<file path="config.mk">
export PLATFORM = sky130hd
export DESIGN_NAME = pmcr_ctrl
export DESIGN_NICKNAME = d
export VERILOG_FILES = /design/src/logic/pmcr_pkg.sv /design/src/logic/pmcr_ctrl.sv
export SDC_FILE = /design/constraint.sdc
export NUM_CORES = 1
export LEC_CHECK = 0
export BUFFER_PORTS_ARGS = -buffer_cell sky130_fd_sc_hd__buf_2
export CAP_MARGIN = 20
export CORE_MARGIN = 5
export CORE_UTILIZATION = 55
export CTS_CLUSTER_DIAMETER = 150
export CTS_CLUSTER_SIZE = 16
export DETAILED_ROUTE_END_ITERATION = 16
export GPL_TIMING_DRIVEN = 0
export PLACE_DENSITY_LB_ADDON = 0.2
export SYNTH_ARGS = -nofsm -noshare
export SYNTH_HDL_FRONTEND = slang
export SYNTH_SLANG_ARGS = --single-unit
</file>
<file path="constraint.sdc">
create_clock -name pclk -period 4.7 [get_ports pclk]
set_input_delay 0.235 -clock pclk [delete_from_list [all_inputs] [get_ports pclk]]
set_output_delay 0.235 -clock pclk [all_outputs]
set_load 0.005 [all_outputs]
</file>
<file path="src/logic/pmcr_pkg.sv">
// Package: register map, field positions, reset values and timing for the control bank
package pmcr_pkg;
   // ********************************************************************
   // Register word indices (APB word per register, byte address is index times four)
   // ********************************************************************
   localparam logic [7:0] IDX_DISCH = 8'h81;
   localparam logic [7:0] IDX_MEAS = 8'h82;
   localparam logic [7:0] IDX_ISRC = 8'h84;
   localparam logic [7:0] IDX_RATE = 8'h85;
   localparam logic [7:0] IDX_TMR = 8'h8a;
   localparam logic [7:0] IDX_DEB = 8'h8e;
   localparam logic [7:0] IDX_SHDN = 8'h8f;
   localparam logic [7:0] IDX_GP0 = 8'h90;
   localparam logic [7:0] IDX_IRQ_STAT = 8'ha0;
   localparam logic [7:0] IDX_IRQ_MASK = 8'ha1;
   localparam logic [7:0] IDX_PIN_STAT = 8'ha2;
   // ********************************************************************
   // Reset values
   // ********************************************************************
   localparam logic [7:0] RST_DISCH = 8'h80;
   localparam logic [7:0] RST_MEAS = 8'he1;
   localparam logic [7:0] RST_ISRC = 8'hf2;
   localparam logic [7:0] RST_RATE = 8'hb0;
   localparam logic [7:0] RST_TMR = 8'h00;
   localparam logic [7:0] RST_DEB = 8'h40;
   localparam logic [7:0] RST_SHDN = 8'h00;
   localparam logic [7:0] RST_GP0 = 8'h07;
   // Writable bits (reserved read as zero)
   localparam logic [7:0] WM_DISCH = 8'hfb;
   localparam logic [7:0] WM_MEAS = 8'hf1;
   localparam logic [7:0] WM_ISRC = 8'hf7;
   localparam logic [7:0] WM_RATE = 8'hf4;
   localparam logic [7:0] WM_DEB = 8'hc0;
   localparam logic [7:0] WM_SHDN = 8'h0e;
   localparam logic [7:0] WM_GP0 = 8'hc7;
   // ********************************************************************
   // Field positions
   // ********************************************************************
   localparam int B_DISCH_EN = 7;
   localparam int B_MEAS_VBAT = 7;
   localparam int B_MEAS_IBAT = 6;
   localparam int B_MEAS_DIE = 5;
   localparam int B_MEAS_GP0 = 4;
   localparam int B_MEAS_TS = 0;
   localparam int B_TS_ROLE = 2;
   localparam int B_TMR_STAT = 7;
   localparam int B_LONGKEY = 3;
   localparam int B_OTSHDN = 2;
   localparam int B_VRECOV = 1;
   localparam int B_GP0_RISE = 7;
   localparam int B_GP0_FALL = 6;
   localparam int NUM_IRQ = 4;
   localparam int IRQ_TMR = 0;
   localparam int IRQ_UV = 1;
   localparam int IRQ_GP0 = 2;
   localparam int IRQ_KEY = 3;
   // Pin function codes
   localparam logic [2:0] GP_LOW = 3'h0;
   localparam logic [2:0] GP_HIGH = 3'h1;
   localparam logic [2:0] GP_IN = 3'h2;
   localparam logic [2:0] GP_LDO_ON = 3'h3;
   localparam logic [2:0] GP_LDO_OFF = 3'h4;
   // Current-source switching codes
   localparam logic [1:0] TS_OFF = 2'h0;
   localparam logic [1:0] TS_CHG = 2'h1;
   localparam logic [1:0] TS_CONV = 2'h2;
   // ********************************************************************
   // Timing
   // ********************************************************************
   localparam int CLK_MHZ = 125;
   localparam int DEB_STEP_US = 62;
   localparam int DEB_STEP_CYC = DEB_STEP_US * CLK_MHZ;
   localparam int TICK_US = 1000;
   localparam int TICK_CYC = TICK_US * CLK_MHZ;
   localparam int KEY_HOLD_S = 16;
   localparam int KEY_HOLD_TICKS = KEY_HOLD_S * 1000;

   // Shutdown causes
   typedef struct packed {
      logic undervolt;
      logic overtemp;
      logic key_reset;
   } pmcr_shdn_t;
endpackage
</file>
<file path="src/logic/pmcr_ctrl.sv">
// Control register bank: APB slave, discharge/monitor, measurement, timer, pin 0
//
// Contract
// - Discharge outputs on turn-off while enabled
// - Per-converter 85% undervoltage shutdown enables
// - Convert channel only while enabled
// - Two-bit bias current codes, default eighty uA
// - Sense pin role gates charger temperature input
// - Sense current source switching by code
// - Sense/pin0 sample rate 25 times 2^n
// - Battery sample rate 100 times 2^n
// - Zero threshold disables timer
// - Timeout sets status; write one clears it and restarts the count
// - Monitor debounce 62us steps by code
// - Sixteen second key hold triggers reset
// - Overtemperature level 3 shutdown option
// - Wake recovery restores boot voltage option
// - Pin 0 edge interrupts when input
// - Pin 0 three-bit function code
// - Floating pin 0 with enable is conversion input
// - Power-on versus system reset domains
module pmcr_ctrl #(
   parameter int DEB_STEP = pmcr_pkg::DEB_STEP_CYC,
   parameter int TICK = pmcr_pkg::TICK_CYC,
   parameter int KEY_TICKS = pmcr_pkg::KEY_HOLD_TICKS
) (
   input wire logic pclk,
   input wire logic presetn,
   input wire logic sys_rst_n,
   input wire logic psel,
   input wire logic penable,
   input wire logic pwrite,
   input wire logic [11:0] paddr,
   input wire logic [31:0] pwdata,
   output logic [31:0] prdata,
   output logic pready,
   output logic pslverr,
   input wire logic [5:0] step_down_low,
   input wire logic [5:0] step_down_off,
   input wire logic die_warn3,
   input wire logic power_key,
   input wire logic charging,
   input wire logic conv_phase,
   input wire logic batt_temp_ok,
   input wire logic sleep_wake,
   input wire logic general_pin_zero_in,
   output logic general_pin_zero_out,
   output logic general_pin_zero_oe,
   output logic gp0_ldo_en,
   output logic [4:0] conv_enable,
   output logic [1:0] gp0_isrc_code,
   output logic [1:0] ts_isrc_code,
   output logic ts_isrc_on,
   output logic [1:0] slow_rate_code,
   output logic [1:0] fast_rate_code,
   output logic charge_temp_block,
   output logic [5:0] discharge_en,
   output pmcr_pkg::pmcr_shdn_t shutdown_req,
   output logic key_por_req,
   output logic restore_boot,
   output logic irq
);
   import pmcr_pkg::*;

   // Counters are 20 and 16 bits wide; larger settings would wrap silently
   if (DEB_STEP < 1 || DEB_STEP > 2 ** 18 - 1 || TICK < 1 || TICK > 2 ** 20 ||
      KEY_TICKS < 1 || KEY_TICKS > 2 ** 16) begin : g_param_check
      $error("pmcr_ctrl: bad timing parameter");
   end

   typedef struct packed {
      logic [7:0] disch;
      logic [7:0] meas;
      logic [7:0] isrc;
      logic [7:0] rate;
      logic [7:0] deb;
      logic [7:0] shdn;
      logic [7:0] tmr;
      logic [7:0] gp0;
      logic [NUM_IRQ-1:0] ist;
      logic [NUM_IRQ-1:0] imsk;
      logic [19:0] tick_cnt;
      logic [6:0] tmr_cnt;
      logic [19:0] deb_cnt;
      logic [15:0] key_cnt;
      logic gp0_prev;
      logic [31:0] rdata;
      logic ready;
      logic err;
      logic irq;
      logic gp_out;
      logic gp_oe;
      logic ldo;
      logic [4:0] cen;
      logic ts_on;
      logic tblk;
      logic [5:0] dis;
      pmcr_shdn_t shd;
      logic kpor;
      logic rboot;
   } pmcr_state_t;

   pmcr_state_t s_q, s_d;

   // Word index decode shared by read and write
   function automatic logic hit(input logic [11:0] a, input logic [7:0] idx);
      return (a[1:0] == 2'h0) && (a[11:2] == {2'h0, idx});
   endfunction

   function automatic logic mapped(input logic [11:0] a);
      return hit(a, IDX_DISCH) || hit(a, IDX_MEAS) || hit(a, IDX_ISRC) ||
         hit(a, IDX_RATE) || hit(a, IDX_TMR) || hit(a, IDX_DEB) ||
         hit(a, IDX_SHDN) || hit(a, IDX_GP0) || hit(a, IDX_IRQ_STAT) ||
         hit(a, IDX_IRQ_MASK) || hit(a, IDX_PIN_STAT);
   endfunction

   logic setup, wr, rd;
   logic [6:0] thr;
   logic timeout, uv_hit, gp_edge, key_fire, gp_float;
   logic [19:0] deb_lim;
   logic [NUM_IRQ-1:0] ev;

   // ********************************************************************
   // Next-state logic
   // ********************************************************************
   always_comb begin
      s_d = s_q;
      // Answer one cycle after setup: pready rises in the first access cycle
      setup = psel && !penable;
      wr = psel && penable && s_q.ready && pwrite;
      rd = setup && !pwrite;
      s_d.ready = setup;
      s_d.err = setup && !mapped(paddr);
      thr = s_q.tmr[6:0];

      // Fixed tick divider shared by the timer and the key-hold counter
      s_d.tick_cnt = (s_q.tick_cnt == 20'(TICK - 1)) ? 20'h0 : s_q.tick_cnt + 20'h1;
      // Timer counts ticks while the threshold is nonzero and no timeout status is pending
      timeout = 1'b0;
      if (thr == 7'h0) begin
         s_d.tmr_cnt = 7'h0;
      end else if (s_q.tick_cnt == 20'(TICK - 1) && !s_q.tmr[B_TMR_STAT]) begin
         if (s_q.tmr_cnt + 7'h1 >= thr) begin
            timeout = 1'b1;
            s_d.tmr_cnt = 7'h0;
         end else begin
            s_d.tmr_cnt = s_q.tmr_cnt + 7'h1;
         end
      end

      // Debounce: low flag must hold (code+1)*62us before shutdown
      deb_lim = 20'(DEB_STEP) * ({18'h0, s_q.deb[7:6]} + 20'h1);
      uv_hit = 1'b0;
      if ((step_down_low & {s_q.disch[6:3], s_q.disch[1:0]}) != 6'h0) begin
         if (s_q.deb_cnt >= deb_lim - 20'h1) begin
            uv_hit = 1'b1;
         end else begin
            s_d.deb_cnt = s_q.deb_cnt + 20'h1;
         end
      end else begin
         s_d.deb_cnt = 20'h0;
      end

      // Long key hold counted in ticks
      key_fire = 1'b0;
      if (!power_key || !s_q.shdn[B_LONGKEY]) begin
         s_d.key_cnt = 16'h0;
      end else if (s_q.tick_cnt == 20'(TICK - 1)) begin
         if (s_q.key_cnt == 16'(KEY_TICKS - 1)) begin
            key_fire = 1'b1;
         end else begin
            s_d.key_cnt = s_q.key_cnt + 16'h1;
         end
      end

      // Pin 0 edge detect only in digital-input mode
      s_d.gp0_prev = general_pin_zero_in;
      gp_edge = (s_q.gp0[2:0] == GP_IN) &&
         ((s_q.gp0[B_GP0_RISE] && general_pin_zero_in && !s_q.gp0_prev) ||
          (s_q.gp0[B_GP0_FALL] && !general_pin_zero_in && s_q.gp0_prev));

      ev = '0;
      ev[IRQ_TMR] = timeout;
      ev[IRQ_UV] = uv_hit;
      ev[IRQ_GP0] = gp_edge;
      ev[IRQ_KEY] = key_fire;

      // Register writes
      if (wr) begin
         if (hit(paddr, IDX_DISCH)) s_d.disch = pwdata[7:0] & WM_DISCH;
         if (hit(paddr, IDX_MEAS)) s_d.meas = pwdata[7:0] & WM_MEAS;
         if (hit(paddr, IDX_ISRC)) s_d.isrc = pwdata[7:0] & WM_ISRC;
         if (hit(paddr, IDX_RATE)) s_d.rate = pwdata[7:0] & WM_RATE;
         if (hit(paddr, IDX_DEB)) s_d.deb = pwdata[7:0] & WM_DEB;
         if (hit(paddr, IDX_SHDN)) s_d.shdn = pwdata[7:0] & WM_SHDN;
         if (hit(paddr, IDX_GP0)) s_d.gp0 = pwdata[7:0] & WM_GP0;
         if (hit(paddr, IDX_IRQ_MASK)) s_d.imsk = pwdata[NUM_IRQ-1:0];
         if (hit(paddr, IDX_IRQ_STAT)) s_d.ist = s_q.ist & ~pwdata[NUM_IRQ-1:0];
         if (hit(paddr, IDX_TMR)) begin
            s_d.tmr[6:0] = pwdata[6:0];
            if (pwdata[B_TMR_STAT]) begin
               s_d.tmr[B_TMR_STAT] = 1'b0;
               s_d.tmr_cnt = 7'h0;
            end
         end
      end
      // Events win over a clear in the same cycle
      if (timeout) s_d.tmr[B_TMR_STAT] = 1'b1;
      s_d.ist = s_d.ist | ev;

      // Read data captured at setup, stable through access
      s_d.rdata = 32'h0;
      if (rd) begin
         if (hit(paddr, IDX_DISCH)) s_d.rdata[7:0] = s_q.disch;
         if (hit(paddr, IDX_MEAS)) s_d.rdata[7:0] = s_q.meas;
         if (hit(paddr, IDX_ISRC)) s_d.rdata[7:0] = s_q.isrc;
         if (hit(paddr, IDX_RATE)) s_d.rdata[7:0] = s_q.rate;
         if (hit(paddr, IDX_TMR)) s_d.rdata[7:0] = s_q.tmr;
         if (hit(paddr, IDX_DEB)) s_d.rdata[7:0] = s_q.deb;
         if (hit(paddr, IDX_SHDN)) s_d.rdata[7:0] = s_q.shdn;
         if (hit(paddr, IDX_GP0)) s_d.rdata[7:0] = s_q.gp0;
         if (hit(paddr, IDX_IRQ_STAT)) s_d.rdata[NUM_IRQ-1:0] = s_q.ist;
         if (hit(paddr, IDX_IRQ_MASK)) s_d.rdata[NUM_IRQ-1:0] = s_q.imsk;
         if (hit(paddr, IDX_PIN_STAT)) s_d.rdata[0] = s_q.gp0_prev;
      end

      // Pin 0 function decode
      gp_float = (s_q.gp0[2:0] > GP_LDO_OFF);
      s_d.gp_out = (s_q.gp0[2:0] == GP_HIGH);
      s_d.gp_oe = (s_q.gp0[2:0] == GP_LOW) || (s_q.gp0[2:0] == GP_HIGH);
      if (s_q.gp0[2:0] == GP_LDO_ON) s_d.ldo = 1'b1;
      if (s_q.gp0[2:0] == GP_LDO_OFF) s_d.ldo = 1'b0;
      // Channel enables: vbat, ibat, die, pin0, sense pin
      s_d.cen = {s_q.meas[B_MEAS_VBAT], s_q.meas[B_MEAS_IBAT], s_q.meas[B_MEAS_DIE],
         s_q.meas[B_MEAS_GP0] && gp_float, s_q.meas[B_MEAS_TS]};
      // Sense current source switching
      case (s_q.isrc[1:0])
         TS_OFF: s_d.ts_on = 1'b0;
         TS_CHG: s_d.ts_on = charging;
         TS_CONV: s_d.ts_on = conv_phase;
         default: s_d.ts_on = 1'b1;
      endcase
      // Charger sees sense pin only in battery-temperature role
      s_d.tblk = !s_q.isrc[B_TS_ROLE] && !batt_temp_ok;
      s_d.dis = s_q.disch[B_DISCH_EN] ? step_down_off : 6'h0;
      s_d.shd.undervolt = uv_hit;
      s_d.shd.overtemp = s_q.shdn[B_OTSHDN] && die_warn3;
      s_d.shd.key_reset = 1'b0;
      s_d.kpor = key_fire;
      s_d.rboot = sleep_wake && !s_q.shdn[B_VRECOV];
      s_d.irq = |(s_d.ist & s_q.imsk);
   end

   // ********************************************************************
   // State registers: power-on fields vs system-reset fields
   // ********************************************************************
   always_ff @(posedge pclk or negedge presetn) begin
      if (!presetn) begin
         s_q <= '0;
         s_q.disch <= RST_DISCH;
         s_q.meas <= RST_MEAS;
         s_q.isrc <= RST_ISRC;
         s_q.rate <= RST_RATE;
         s_q.deb <= RST_DEB;
         s_q.shdn <= RST_SHDN;
         s_q.tmr <= RST_TMR;
         s_q.gp0 <= RST_GP0;
      end else if (!sys_rst_n) begin
         s_q <= s_d;
         s_q.tmr <= RST_TMR;
         s_q.tmr_cnt <= 7'h0;
         s_q.gp0 <= RST_GP0;
      end else begin
         s_q <= s_d;
      end
   end

   // ********************************************************************
   // Outputs straight from flip-flops
   // ********************************************************************
   assign prdata = s_q.rdata;
   assign pready = s_q.ready;
   assign pslverr = s_q.err;
   assign irq = s_q.irq;
   assign general_pin_zero_out = s_q.gp_out;
   assign general_pin_zero_oe = s_q.gp_oe;
   assign gp0_ldo_en = s_q.ldo;
   assign conv_enable = s_q.cen;
   assign gp0_isrc_code = s_q.isrc[7:6];
   assign ts_isrc_code = s_q.isrc[5:4];
   assign ts_isrc_on = s_q.ts_on;
   assign slow_rate_code = s_q.rate[7:6];
   assign fast_rate_code = s_q.rate[5:4];
   assign charge_temp_block = s_q.tblk;
   assign discharge_en = s_q.dis;
   assign shutdown_req = s_q.shd;
   assign key_por_req = s_q.kpor;
   assign restore_boot = s_q.rboot;

   // ********************************************************************
   // Assertions
   // ********************************************************************
   // Outputs lag their fields by one edge, hence the $past terms
   AST_DISCH: assert property (@(posedge pclk) disable iff (!presetn)
      !s_q.disch[B_DISCH_EN] |=> discharge_en == 6'h0)
      else $error("discharge while disabled");
   AST_DISEN: assert property (@(posedge pclk) disable iff (!presetn)
      s_q.disch[B_DISCH_EN] |=> discharge_en == $past(step_down_off))
      else $error("discharge does not follow converter off");
   AST_UV: assert property (@(posedge pclk) disable iff (!presetn)
      shutdown_req.undervolt |-> $past(s_q.disch[6:3] != 4'h0 || s_q.disch[1:0] != 2'h0))
      else $error("undervolt shutdown without enable");
   AST_DEB: assert property (@(posedge pclk) disable iff (!presetn)
      shutdown_req.undervolt |-> $past(s_q.deb_cnt >= deb_lim - 20'h1))
      else $error("undervolt shutdown before debounce time");
   AST_CONV: assert property (@(posedge pclk) disable iff (!presetn)
      conv_enable[0] |-> $past(s_q.meas[B_MEAS_TS]))
      else $error("sense channel converts while off");
   AST_CEN: assert property (@(posedge pclk) disable iff (!presetn)
      conv_enable[1] |-> $past(s_q.meas[B_MEAS_GP0] && s_q.gp0[2:0] > GP_LDO_OFF))
      else $error("pin 0 converts outside floating mode");
   AST_TSOFF: assert property (@(posedge pclk) disable iff (!presetn)
      (s_q.isrc[1:0] == TS_OFF) [*2] |-> !ts_isrc_on)
      else $error("sense current on while off");
   AST_TSCHG: assert property (@(posedge pclk) disable iff (!presetn)
      (s_q.isrc[1:0] == TS_CHG) [*2] |-> ts_isrc_on == $past(charging))
      else $error("sense current not following charging");
   AST_TSCONV: assert property (@(posedge pclk) disable iff (!presetn)
      (s_q.isrc[1:0] == TS_CONV) [*2] |-> ts_isrc_on == $past(conv_phase))
      else $error("sense current not following conversion phase");
   AST_TSON: assert property (@(posedge pclk) disable iff (!presetn)
      (&s_q.isrc[1:0]) [*2] |-> ts_isrc_on)
      else $error("sense current off while always on");
   AST_TBLK: assert property (@(posedge pclk) disable iff (!presetn)
      charge_temp_block |-> $past(!s_q.isrc[B_TS_ROLE] && !batt_temp_ok))
      else $error("charger blocked outside temperature role");
   AST_TMR0: assert property (@(posedge pclk) disable iff (!presetn || !sys_rst_n)
      s_q.tmr[6:0] == 7'h0 |=> s_q.tmr_cnt == 7'h0)
      else $error("timer runs with zero threshold");
   AST_TMRSET: assert property (@(posedge pclk) disable iff (!presetn)
      $rose(s_q.tmr[B_TMR_STAT]) |-> $past(s_q.tmr[6:0] != 7'h0))
      else $error("timeout with timer disabled");
   AST_TCLR: assert property (@(posedge pclk) disable iff (!presetn || !sys_rst_n)
      wr && hit(paddr, IDX_TMR) && pwdata[B_TMR_STAT] && !timeout
      |=> !s_q.tmr[B_TMR_STAT])
      else $error("timer status not cleared");
   AST_TCNT: assert property (@(posedge pclk) disable iff (!presetn)
      s_q.tmr[B_TMR_STAT] |-> s_q.tmr_cnt == 7'h0)
      else $error("timer counts while timeout pending");
   AST_KEY: assert property (@(posedge pclk) disable iff (!presetn)
      key_por_req |-> $past(s_q.shdn[B_LONGKEY] && power_key))
      else $error("key reset without enabled key hold");
   AST_OT: assert property (@(posedge pclk) disable iff (!presetn)
      shutdown_req.overtemp |-> $past(die_warn3) && $past(s_q.shdn[B_OTSHDN]))
      else $error("overtemp shutdown not requested");
   AST_RBOOT: assert property (@(posedge pclk) disable iff (!presetn)
      restore_boot |-> $past(sleep_wake && !s_q.shdn[B_VRECOV]))
      else $error("boot voltage restored while recovery off");
   AST_GPEDGE: assert property (@(posedge pclk) disable iff (!presetn)
      $rose(s_q.ist[IRQ_GP0]) |-> $past(s_q.gp0[2:0] == GP_IN))
      else $error("pin 0 edge outside input mode");
   AST_GPOE: assert property (@(posedge pclk) disable iff (!presetn)
      general_pin_zero_oe |-> $past(s_q.gp0[2:1] == 2'h0))
      else $error("pin 0 driven in non-drive mode");
   AST_GPOUT: assert property (@(posedge pclk) disable iff (!presetn)
      general_pin_zero_out |-> $past(s_q.gp0[2:0] == GP_HIGH))
      else $error("pin 0 high outside drive-high mode");
   AST_LDO: assert property (@(posedge pclk) disable iff (!presetn)
      $rose(gp0_ldo_en) |-> $past(s_q.gp0[2:0] == GP_LDO_ON))
      else $error("pin 0 regulator on without code");
   AST_IRQ: assert property (@(posedge pclk) disable iff (!presetn)
      irq |-> (s_q.ist & $past(s_q.imsk)) != '0)
      else $error("interrupt without unmasked status");
endmodule

</file>
; Word level (Yosys, flattened, before mapping)
; Cells that the tools add are included.
; W data, S select, Z words.
[word_totals]
ramBits = 0
in_bits = 69
register_bits = 192
mem_count = 0
wordCells = 182
romBits = 0
latchBits = 0
out_inout_bits = 64
[classes]
reduce_logical = 60
div = 0
n_lt_le_gt_ge = 3
n_bitwise = 5
add_sub_neg = 6
eq_ne = 25
multipliers = 1
n_mux = 50
shifts = 0
[op_table]
columns = operator, count
row1 = $mux W144, 1
row2 = $mux W8, 17
row3 = $eq A10 B8 Y1 const B, 11
row4 = $mux W72, 1
row5 = $mux W20, 3
row6 = $mux W16, 3
row7 = $mux W7, 6
row8 = $add A20 B1 Y20 const B, 2
row9 = $logic_and A1 B1 Y1, 27
row10 = $eq A20 B17 Y1 const B, 1
row11 = $ge A20 B20 Y1, 1
row12 = $sub A16 B1 Y17 const B, 1
row13 = $add A16 B1 Y16 const B, 1
row14 = $eq A16 B14 Y1 const B, 1
row15 = $mux W4, 4
row16 = $mul A12 B3 Y15 const A, 1
row17 = $logic_or A1 B1 Y1, 13
row18 = $mux W1, 13
row19 = $logic_not A1 Y1, 11
row20 = $ne A3 B1 Y1 const B, 3
row21 = $and A4 B4 Y4, 2
row22 = $add A7 B1 Y7 const B, 1
row23 = $ge A7 B7 Y1, 1
row24 = $logic_not A7 Y1, 1
row25 = 19 further kinds, 24

; Depth between registers and ports, before layout
; Gate-level depths: netlist of run 1.
[depth]
depth_word = 15
depth_mapped = 14
depth_no_buf = 12

; Worst setup path after synthesis of run 1
; No wires, ideal clock.
[synth_timing]
path_type = reg-to-reg
startpoint = reg s_q[158] (netlist bit)
endpoint = reg s_q[83] (netlist bit)
n_path_buf = 1
setup_slack_ns = 1.411
t_required_ns = 4.622
path_stages_with_launch = 13
synth_period_minus_slack_ns = 3.289
setup_ns = 0.078
t_arrival_ns = 3.211
cell_sequence = dfstp_2 inv_1 ha_1 fa_1 inv_1 a21boi_0 ha_1 a21oi_1 nand4_1 o221a_2 clkbuf_1 or4_1 a21oi_1
[synth_via]
elab_chain_cells = 7
[synth_lines]
columns = item, line_no
row1 = start: declaration, pmcr_ctrl.sv:103  ; pmcr_state_t s_q, s_d;
row2 = $add A2 B1 Y3, pmcr_ctrl.sv:152  ; deb_lim = 20'(DEB_STEP) * ({18'h0, s_q.deb[7:6]} + 20'h1);
row3 = $mul A12 B3 Y15, pmcr_ctrl.sv:152
row4 = $sub A16 B1 Y17, pmcr_ctrl.sv:155  ; if (s_q.deb_cnt >= deb_lim - 20'h1) begin
row5 = $ge A20 B20 Y1, pmcr_ctrl.sv:155
row6 = $mux W20, pmcr_ctrl.sv:155
row7 = $mux W20, pmcr_ctrl.sv:154  ; if ((step_down_low & {s_q.disch[6:3], s_q.disch[1:0]}) != 6'h0) begin
row8 = $mux W144, pmcr_ctrl.sv:268  ; end else if (!sys_rst_n) begin
; No other way between the ends.
; A chain may end at the register's enable or synchronous reset.

; Worst setup path after layout of run 1
; Ends and elaborated chain as after synthesis.

==> results.py, run 1 <==
metrics = {
    "timing": {
        "slew_headroom": 0.365,
        "finalHoldViolations": 0,
        "maxSlewViolCount": 0,
        "fin_crit_sh": 0.848,
        "finalClockSkew_ns": 0.0100,
        "min_period_ns": 3.99,
        "timing.hold.ws_ns": 0.0149,
        "fin_tns_setup_ns": 0,
        "setup_viol": 0,
        "rsz0062_at_grt": "no",
        "worst_slew_pin_slew_ns": 0.944,
        "fmax_mhz": 251,
    },
    "drt": {
        "drt_iter0_markers": 571,
        "vias": 6749,
        "routed_wl_um": 19900,
        "via_per_inst": 5.84,
        "routedWlPerCell_um": 17.3,
        "drc_errors": 0,
        "firstDrtPassIters": 5,
        "ant_nets": 0,
    },
    "clock_tree": {
        "htreeDepth": 4,
        "numCtsBuffers": 17,
        "insertion_delay_ns": 0.44,
        "clockBufferDepth": 2,
        "path_clk_slew_ns": 0.06,
        "root_buffer": "clkbuf_16",
        "clkSinkCount": 145,
        "cts_tree": "yes",
    },
    "cells_and_area": {
        "multiInputGateArea_sq_um": 4020,
        "antennaDiodeCount": 0,
        "drive_gt1_frac": 0.239,
        "final_nets": 1065,
        "final_cell_count_no_fill": 1156,
        "final.fill_count": 1168,
        "utilization": 0.659,
        "syn_to_final_growth_pct": 17.0,
        "seq_area_sq_um": 3650,
    },
    "logic_synthesis": {
        "synth_seq_cells": 145,
        "syn_avg_cell_area_sq_um": 9.94,
        "ys_seq_area_frac": 0.444,
        "synthMostInstantiatedCell": "dfrtp_1",
        "yosysUniqueCellTypes": 71,
        "synthFlopType": "dfrtp_1",
        "syn_area_sq_um": 8210,
        "yosysTopAreaCell": "dfrtp_1",
        "netlist.area_leader.share": 0.390,
        "synth-async-reset-ratio": 1.00,
        "synth_area_leaders": "dfrtp_1 (39%), ha_1 (5.5%), dfstp_2 (5.4%)",
        "synth_edf_count": 0,
        "yosysWarnings": 0,
        "netlist_top_cells_count": "dfrtp_1 (128), nand2_1 (63), buf_4 (54)",
        "synth_cells": 826,
    },
    "placed_design": {
        "dp_cells": 1121,
        "dpl.hpwl_um": 14400,
        "portBuffers": 81,
        "gp_congestion": 0.949,
    },
    "worst_setup_path": {
        "cp-start-kind": "flip-flop",
        "path_max_fanout": 10,
        "worst-r2r-cell-count": 13,
        "r2r-start": "s_q[158]",
        "worst_ep_arrival_time_ns": 4.28,
        "crit_type": "reg2reg",
        "cp-startpoint": "s_q[158]",
        "r2r-end": "s_q[83]",
        "worstPathRequired_ns": 5.00,
        "endpoint": "s_q[83]",
        "reg2reg_slack_ns": 0.71,
        "crit_path_end_kind": "flip-flop",
    },
    "global_routing": {
        "grt_max_degree": 76,
        "grt_util_met2": 0.353,
        "busiest_layer": "met2",
        "gr-total-overflow": 0,
        "grt_util_met3": 0.0653,
        "grt_pass1_vias": 6564,
        "antenna_found_initial": 1,
        "use_met1": 0.317,
        "grt_pass1_wl_um": 33000,
        "grt_use_total": 0.231,
    },
    "die": {
        "die_w_um": 132,
        "rows": 44,
        "dieArea_sq_um": 17500,
        "initial_core_util": 0.563,
        "coreArea_sq_um": 14600,
        "die-height_um": 132,
        "ios": 133,
    },
    "run_status": {
        "status": "completed",
    },
    "pwr": {
        "fin_total_pwr_mw": 2.72,
        "peakVddDrop_v": 0.000233,
        "power_leakage_nw": 4.34,
        "p_per_area_nw_per_um2": 283,
    },
    "job": {
        "drv_cap": 0,
    },
    "min_path": {
        "holdCritPathClass": "in2reg",
    },
}
==> critical path, cell delays in order (launching register included) <==
cell	delay [ns]
dfstp_2	0.62
inv_1	0.20
ha_1	0.29
ha_1	0.19
a21oi_1	0.15
a21boi_0	0.25
ha_1	0.30
a21oi_1	0.24
nand4_1	0.26
o221a_2	0.38
clkbuf_1	0.25
buf_1	0.30
o31ai_1	0.33
a21oi_1	0.10
==> metrics by stage <==
step           area [sq um]  worst slack, ns
3_3_place_gp           8960            0.809
6_report               9610            0.715
3_5_place_dp           8990            0.797
2_1_floorplan          8320             1.41
4_1_cts                9610            0.708
5_1_grt                9610            0.363
==> routing by layer <==
metal / share of wire / vias up
met5: 0.00085 / -
met4: 0.030 / 2
met3: 0.085 / 56
met2: 0.45 / 267
met1: 0.44 / 3226
li1: - / 3198
==> state kept, by name, indices dropped and copies added (netlist names), 4 cells and up <==
register and cells:
conv_enable 5, s_d 4, s_q 102, discharge_en 6, prdata 8
==> cells in the final DEF (no fill, tap or decap), types with 12 or more instances in the layout <==
master / n
dfstp_2: 17
ha_1: 36
buf_2: 81
mux2_2: 30
nor3_1: 16
xnor2_1: 25
nor4_1: 13
conb_1: 31
nor2_1: 45
nand3_1: 34
nand2_1: 63
o21ai_0: 24
and2_1: 13
clkbuf_1: 21
mux2i_1: 12
clkbuf_16: 17
nor2b_1: 12
nand4_1: 22
dfrtp_1: 128
a21oi_1: 45
buf_4: 54
inv_1: 37
==> worst min-delay path by stage <==
stage,start,end,slack [ns],depth (start not counted)
5_1_grt,step_down_off[3],discharge_en[3],0.01,2
3_3_place_gp,general_pin_zero_in,s_q[56],0.38,1
3_5_place_dp,presetn,s_q[87],0.32,1
2_1_floorplan,presetn,charge_temp_block,-0.06,0
4_1_cts,die_warn3,shutdown_req[1],0.003,2
6_report,die_warn3,shutdown_req[1],0.01,2
==> where the power goes <==
group	total (mW)	leakage (nW)	switching, mW	internal (mW)
Sequential	1.25	1.91	0.00221	1.25
Clock	1.34	0.273	0.584	0.761
Combinational	0.123	2.16	0.0769	0.0465
==> final cells by class <==
class / instances / share of cell area
multi-input cells: 592 / 0.418
clock buffers: 18 / 0.0457
well taps: 184 / 0.0240
clock inverters: 14 / 0.0154
repair buffers: 85 / 0.0488
inverters: 38 / 0.0148
flip-flops and latches: 145 / 0.380
plain buffers: 80 / 0.0533
==> kinds of logic after synthesis <==
kind of cell	count (synthesis)	synth area share
xor+xnor	35	0.0373
other cells	2	0.000914
buf+inv	118	0.0797
simple gates	285	0.190
mux	42	0.0558
fa+ha+maj	37	0.0573
flops	145	0.444
compound gates	162	0.135
==> timing repair <==
item / 4_1_cts / 5_1_grt
hold buffers: 3 / 0
hold endpoints to repair: 67 / 0
setup endpoints to repair: 0 / 0
buffers inserted: 0 / 0
gates resized for setup: 0 / 0
No activity file was read; power rests on OpenSTA's default activity.
==> run 2, diff against run 1 <==
Clock period 4.7 ns to 4.15 ns, I/O delays scaled along.
==> run 2 against run 1 <==
Compared with the run above:
- clock skew is essentially flat
- critical path depth stayed put
- highest routed layer unchanged
- fmax up 3.4%
- sequential share of layout area down 0.37 points
- cell area increased by 0.99%
- cell count is 0.78% higher
- clock-buffer cell count stayed put
- critical path type unchanged
- combinational power rose by 19%
- die area unchanged
==> results.py, run 2 (synthesis gave the netlist of run 1 again) <==
metrics = {
    "worst_setup_path": {
        "critPathSlowestCell": "dfstp_2",
        "cp_num_buf_inv": 3,
        "cp_cell_sequence": "inv_1 -> ha_1 -> ha_1 -> a21oi_1 -> a21boi_0 -> ha_1 -> a21oi_2 -> nand4_1 -> o221a_2 -> clkbuf_1 -> buf_2 -> o31ai_1 -> a21oi_1",
        "cp-start-kind": "flip-flop",
        "worstPathRequired_ns": 4.45,
        "path_max_fanout": 10,
        "crit_type": "reg2reg",
        "worst_ep_arrival_time_ns": 4.15,
        "crit_family": "compound AO/OA/AOI/OAI gates",
        "crit_top_cell": "ha_1",
        "cpPeakStageDelay_ns": 0.62,
        "crit_path_end_kind": "flip-flop",
    },
    "drt": {
        "routedWlPerCell_um": 17.2,
        "vias": 6786,
        "via_per_inst": 5.82,
        "drt_iter0_markers": 569,
        "ant_nets": 0,
        "drc_errors": 0,
        "firstDrtPassIters": 5,
        "routed_wl_um": 20100,
    },
    "cells_and_area": {
        "drive_gt1_frac": 0.239,
        "top_register": "s_q",
        "final_common_cell": "dfrtp_1",
        "largest_register_ffs": 102,
        "antennaDiodeCount": 0,
        "most-common-layout-cells": "dfrtp_1 (128), buf_2 (82), nand2_1 (63), buf_4 (54), nor2_1 (45)",
        "final_nets": 1074,
        "syn_to_final_growth_pct": 18.1,
    },
    "die": {
        "ios": 133,
        "die-height_um": 132,
        "initial_core_util": 0.563,
        "coreArea_sq_um": 14600,
        "rows": 44,
        "die_w_um": 132,
        "dieArea_sq_um": 17500,
    },
    "pwr": {
        "comb_power_share": 0.047,
        "p_switching_uw": 751,
        "peakVddDrop_v": 0.000265,
        "fin_total_pwr_mw": 3.09,
        "p_clk_frac": 0.493,
        "intPower_mw": 2.34,
        "swShare": 0.243,
        "seqPwrFrac": 0.460,
        "p_per_area_nw_per_um2": 318,
        "power_leakage_nw": 4.39,
    },
    "global_routing": {
        "gr-total-overflow": 0,
        "busiest_layer": "met2",
        "grt_pass1_vias": 6611,
        "grt_util_met3": 0.0656,
        "antenna_found_initial": 1,
        "use_met1": 0.319,
        "grt_util_met2": 0.357,
        "grt_pass1_wl_um": 33300,
        "grt_max_degree": 76,
        "grt_use_total": 0.233,
    },
    "timing": {
        "worst_slew_pin_slew_ns": 0.963,
        "fin_crit_sh": 0.929,
        "slew_headroom": 0.353,
        "maxSlewViolCount": 0,
        "fin_tns_setup_ns": 0,
        "fmax_mhz": 259,
        "min_period_ns": 3.86,
        "rsz0062_at_grt": "no",
        "setup_viol": 0,
        "finalClockSkew_ns": 0.00997,
        "finalHoldViolations": 0,
    },
    "min_path": {
        "holdCritPathClass": "in2reg",
    },
    "clock_tree": {
        "htreeDepth": 4,
        "clkSinkCount": 145,
        "path_clk_slew_ns": 0.07,
        "numCtsBuffers": 17,
        "cts_tree": "yes",
        "clockBufferDepth": 2,
        "insertion_delay_ns": 0.44,
        "root_buffer": "clkbuf_16",
    },
    "job": {
        "drv_cap": 0,
    },
    "run_status": {
        "status": "completed",
    },
    "placed_design": {
        "portBuffers": 81,
        "gp_congestion": 0.949,
        "dpl.hpwl_um": 14400,
    },
}
run 2: power by group through the flow:
stage          Sequential, mW  Clock [mW]  Combinational [mW]
4_1_cts                  1.42        1.55               0.146
5_1_grt                  1.42        1.61               0.164
3_3_place_gp             1.45           0               0.132
3_5_place_dp             1.45           0               0.136
6_report                 1.42        1.52               0.146
2_1_floorplan            1.45           0              0.0574
run 2: path summary, 6_finish.rpt:
check | start | to | slack (ns) | cells after the start
max | s_q[158] | s_q[83] | 0.29 | 13
min | charging | ts_isrc_on | 0.03 | 3
max reg2reg | s_q[158] | s_q[83] | 0.29 | 13
min reg2reg | s_d[16] | conv_enable[3] | 0.40 | 0
max in group asynchronous | presetn | ts_isrc_code[1] | 2.92 | 3
min in group asynchronous | presetn | s_q[85] | 0.35 | 2
run 2: worst min-delay path, stage by stage:
cell and delay [ns]:
buf_2 0.07, a21oi_1 0.05, nor2_1 0.09
run 2: what timing repair did:
item                                    in CTS  in global routing
hold buffers                                12                  0
endpoints found under the setup margin       0                 13
hold endpoints to repair                    76                  0
resized for setup                            0                  3
setup buffers                                0                  0
run 2: layer usage:
metal  part of all wire  vias up
met4              0.030        2
met2               0.45      275
met5            0.00085        -
met3              0.084       52
met1               0.44     3243
li1                   -     3214
run 2: layout make-up:
| type | count | area [sq um] |
|---|---|---|
| clock buffers | 18 | 439 |
| flip-flops and latches | 145 | 3650 |
| well taps | 184 | 230 |
| inverters | 38 | 143 |
| fillers | 1149 | 4890 |
| repair buffers | 94 | 559 |
| multi-input cells | 592 | 4020 |
| plain buffers | 80 | 513 |
| clock inverters | 14 | 148 |
run 2: stage by stage:
stage	hold slack (ns)	setup WS (ns)	instances	area, sq um	utilization
finish	0.0286	0.294	1165	9700	0.665
global route	0.0236	0.00809	1165	9700	0.665
CTS	0.0150	0.158	1165	9700	0.665
detailed placement	0.288	0.247	1121	8990	0.616
global placement	0.353	0.259	1120	8960	0.614
floorplan	-0.0881	0.861	855	8320	-
==> run 3, diff against run 2 <==
Settings changed: BUFFER_PORTS_ARGS -buffer_cell sky130_fd_sc_hd__buf_2 to -buffer_cell sky130_fd_sc_hd__buf_4, SETUP_SLACK_MARGIN from default to 0.1.
==> run 3 against run 2 <==
Compared with the run above:
- via count is 1.1% lower
- cell area is 1.8% higher
- global-route usage is 0.11 points lower
- combinational power is 9% higher
- highest routed layer is now met4
- critical path type unchanged
- die area stayed put
==> results.py, run 3 (synthesis gave the netlist of run 1 again) <==
metrics = {
    "die": {
        "rows": 44,
        "initial_core_util": 0.563,
        "ios": 133,
        "coreArea_sq_um": 14600,
        "die-height_um": 132,
        "die_w_um": 132,
        "dieArea_sq_um": 17500,
    },
    "worst_setup_path": {
        "crit_type": "reg2reg",
        "cp-start-kind": "flip-flop",
        "reg2reg_slack_ns": 0.29,
        "worst_ep_arrival_time_ns": 4.21,
        "crit_path_end_kind": "flip-flop",
        "path_max_fanout": 10,
        "worstPathRequired_ns": 4.50,
    },
    "cells_and_area": {
        "syn_to_final_growth_pct": 20.3,
        "most-common-layout-cells": "buf_4 (134), dfrtp_1 (128), nand2_1 (63), nor2_1 (45), a21oi_1 (44)",
        "top_register": "s_q",
        "final_cell_count_no_fill": 1164,
        "final_nets": 1073,
        "antennaDiodeCount": 0,
        "utilization": 0.677,
        "largest_register_ffs": 102,
        "final_common_cell": "buf_4",
        "drive_gt1_frac": 0.239,
    },
    "pwr": {
        "peakVddDrop_v": 0.000277,
        "power_leakage_nw": 4.41,
        "p_per_area_nw_per_um2": 310,
        "fin_total_pwr_mw": 3.07,
    },
    "placed_design": {
        "gp_congestion": 0.946,
        "dp_cells": 1121,
        "dpl.hpwl_um": 14700,
        "portBuffers": 81,
    },
    "global_routing": {
        "grt_max_degree": 81,
        "grt_pass1_wl_um": 33300,
        "gr-total-overflow": 0,
        "antenna_found_initial": 0,
        "grt_pass1_vias": 6558,
        "grt_use_total": 0.232,
    },
    "timing": {
        "fmax_mhz": 259,
        "maxSlewViolCount": 0,
        "worst_slew_pin_slew_ns": 0.973,
        "setup_viol": 0,
        "fin_tns_setup_ns": 0,
        "rsz0062_at_grt": "no",
        "finalHoldViolations": 0,
        "slew_headroom": 0.346,
        "fin_crit_sh": 0.930,
        "min_period_ns": 3.86,
        "finalClockSkew_ns": 0.00536,
    },
    "clock_tree": {
        "post_cts_buffers": 0,
        "numCtsBuffers": 17,
        "clockBufferDepth": 2,
        "htreeDepth": 4,
        "cts_tree": "yes",
        "clkSinkCount": 145,
        "path_clk_slew_ns": 0.06,
        "insertion_delay_ns": 0.43,
        "root_buffer": "clkbuf_16",
    },
    "drt": {
        "vias": 6709,
        "ant_nets": 0,
        "routedWlPerCell_um": 17.2,
        "drc_errors": 0,
        "firstDrtPassIters": 5,
        "via_per_inst": 5.76,
        "drt_iter0_markers": 630,
        "routed_wl_um": 20000,
    },
    "min_path": {
        "holdCritPathClass": "in2reg",
    },
    "run_status": {
        "status": "completed",
    },
    "job": {
        "drv_cap": 0,
    },
}
run 3: cell count changes in the layout (fill, tap and decap cells not counted), sizes merged:
cell,delta
clkinvlp,+1
inv,-1
clkinv,+1
clkbuf,-1
dlygate4sd3,-1
run 3: routing by layer:
metal | vias up | part of all wire | track usage
met5 | - | 0 | 0
met4 | 0 | 0.019 | 0.0701
met1 | 3190 | 0.44 | 0.321
met3 | 38 | 0.070 | 0.0531
li1 | 3230 | - | -
met2 | 251 | 0.47 | 0.366
run 3: final timing paths:
path | from | end | cells after the start
min reg2reg | s_d[17] | conv_enable[4] | 0
min | step_down_off[0] | discharge_en[0] | 2
max | s_q[158] | s_q[83] | 12
max reg2reg | s_q[158] | s_q[83] | 12
min in group asynchronous | presetn | s_q[86] | 2
max in group asynchronous | presetn | fast_rate_code[1] | 3
run 3: metrics by stage:
step                area [sq um]  hold WS, ns  worst slack (ns)
floorplan                   8320      -0.0881             0.861
global placement            9160        0.343             0.209
detailed placement          9190        0.246             0.154
CTS                         9870      0.00273             0.133
global route                9880     0.000687            0.0954
finish                      9880      0.00496             0.292
run 3: timing repair:
item / in CTS / in global routing
gates resized for setup: 0 / 4
setup endpoints to repair: 0 / 15
endpoints found under the hold margin: 74 / 1
hold buffers: 10 / 1
run 3: power breakdown:
group | switching (mW) | internal [mW] | total, mW
clock network | 0.647 | 0.840 | 1.49
registers | 0.00269 | 1.42 | 1.42
logic | 0.0883 | 0.0704 | 0.159
run 3: final cells by class:
type	count	area (sq um)
fill	1155	4710
tap	184	230
multi-input combinational	592	4020
clock buffer	17	425
inverter	38	143
timing repair buffer	93	749
clock inverter	15	150
sequential	145	3650
buffer	80	513
run 3: critical path, cell delays in order, from the launching register on:
cell and delay, ns:
dfstp_2 0.61, inv_1 0.19, ha_1 0.29, fa_1 0.42
inv_1 0.06, a21boi_1 0.07, ha_1 0.33, a21oi_2 0.25
nand4_1 0.24, o221a_2 0.38, clkbuf_1 0.24, or4_1 0.54
a21oi_1 0.17
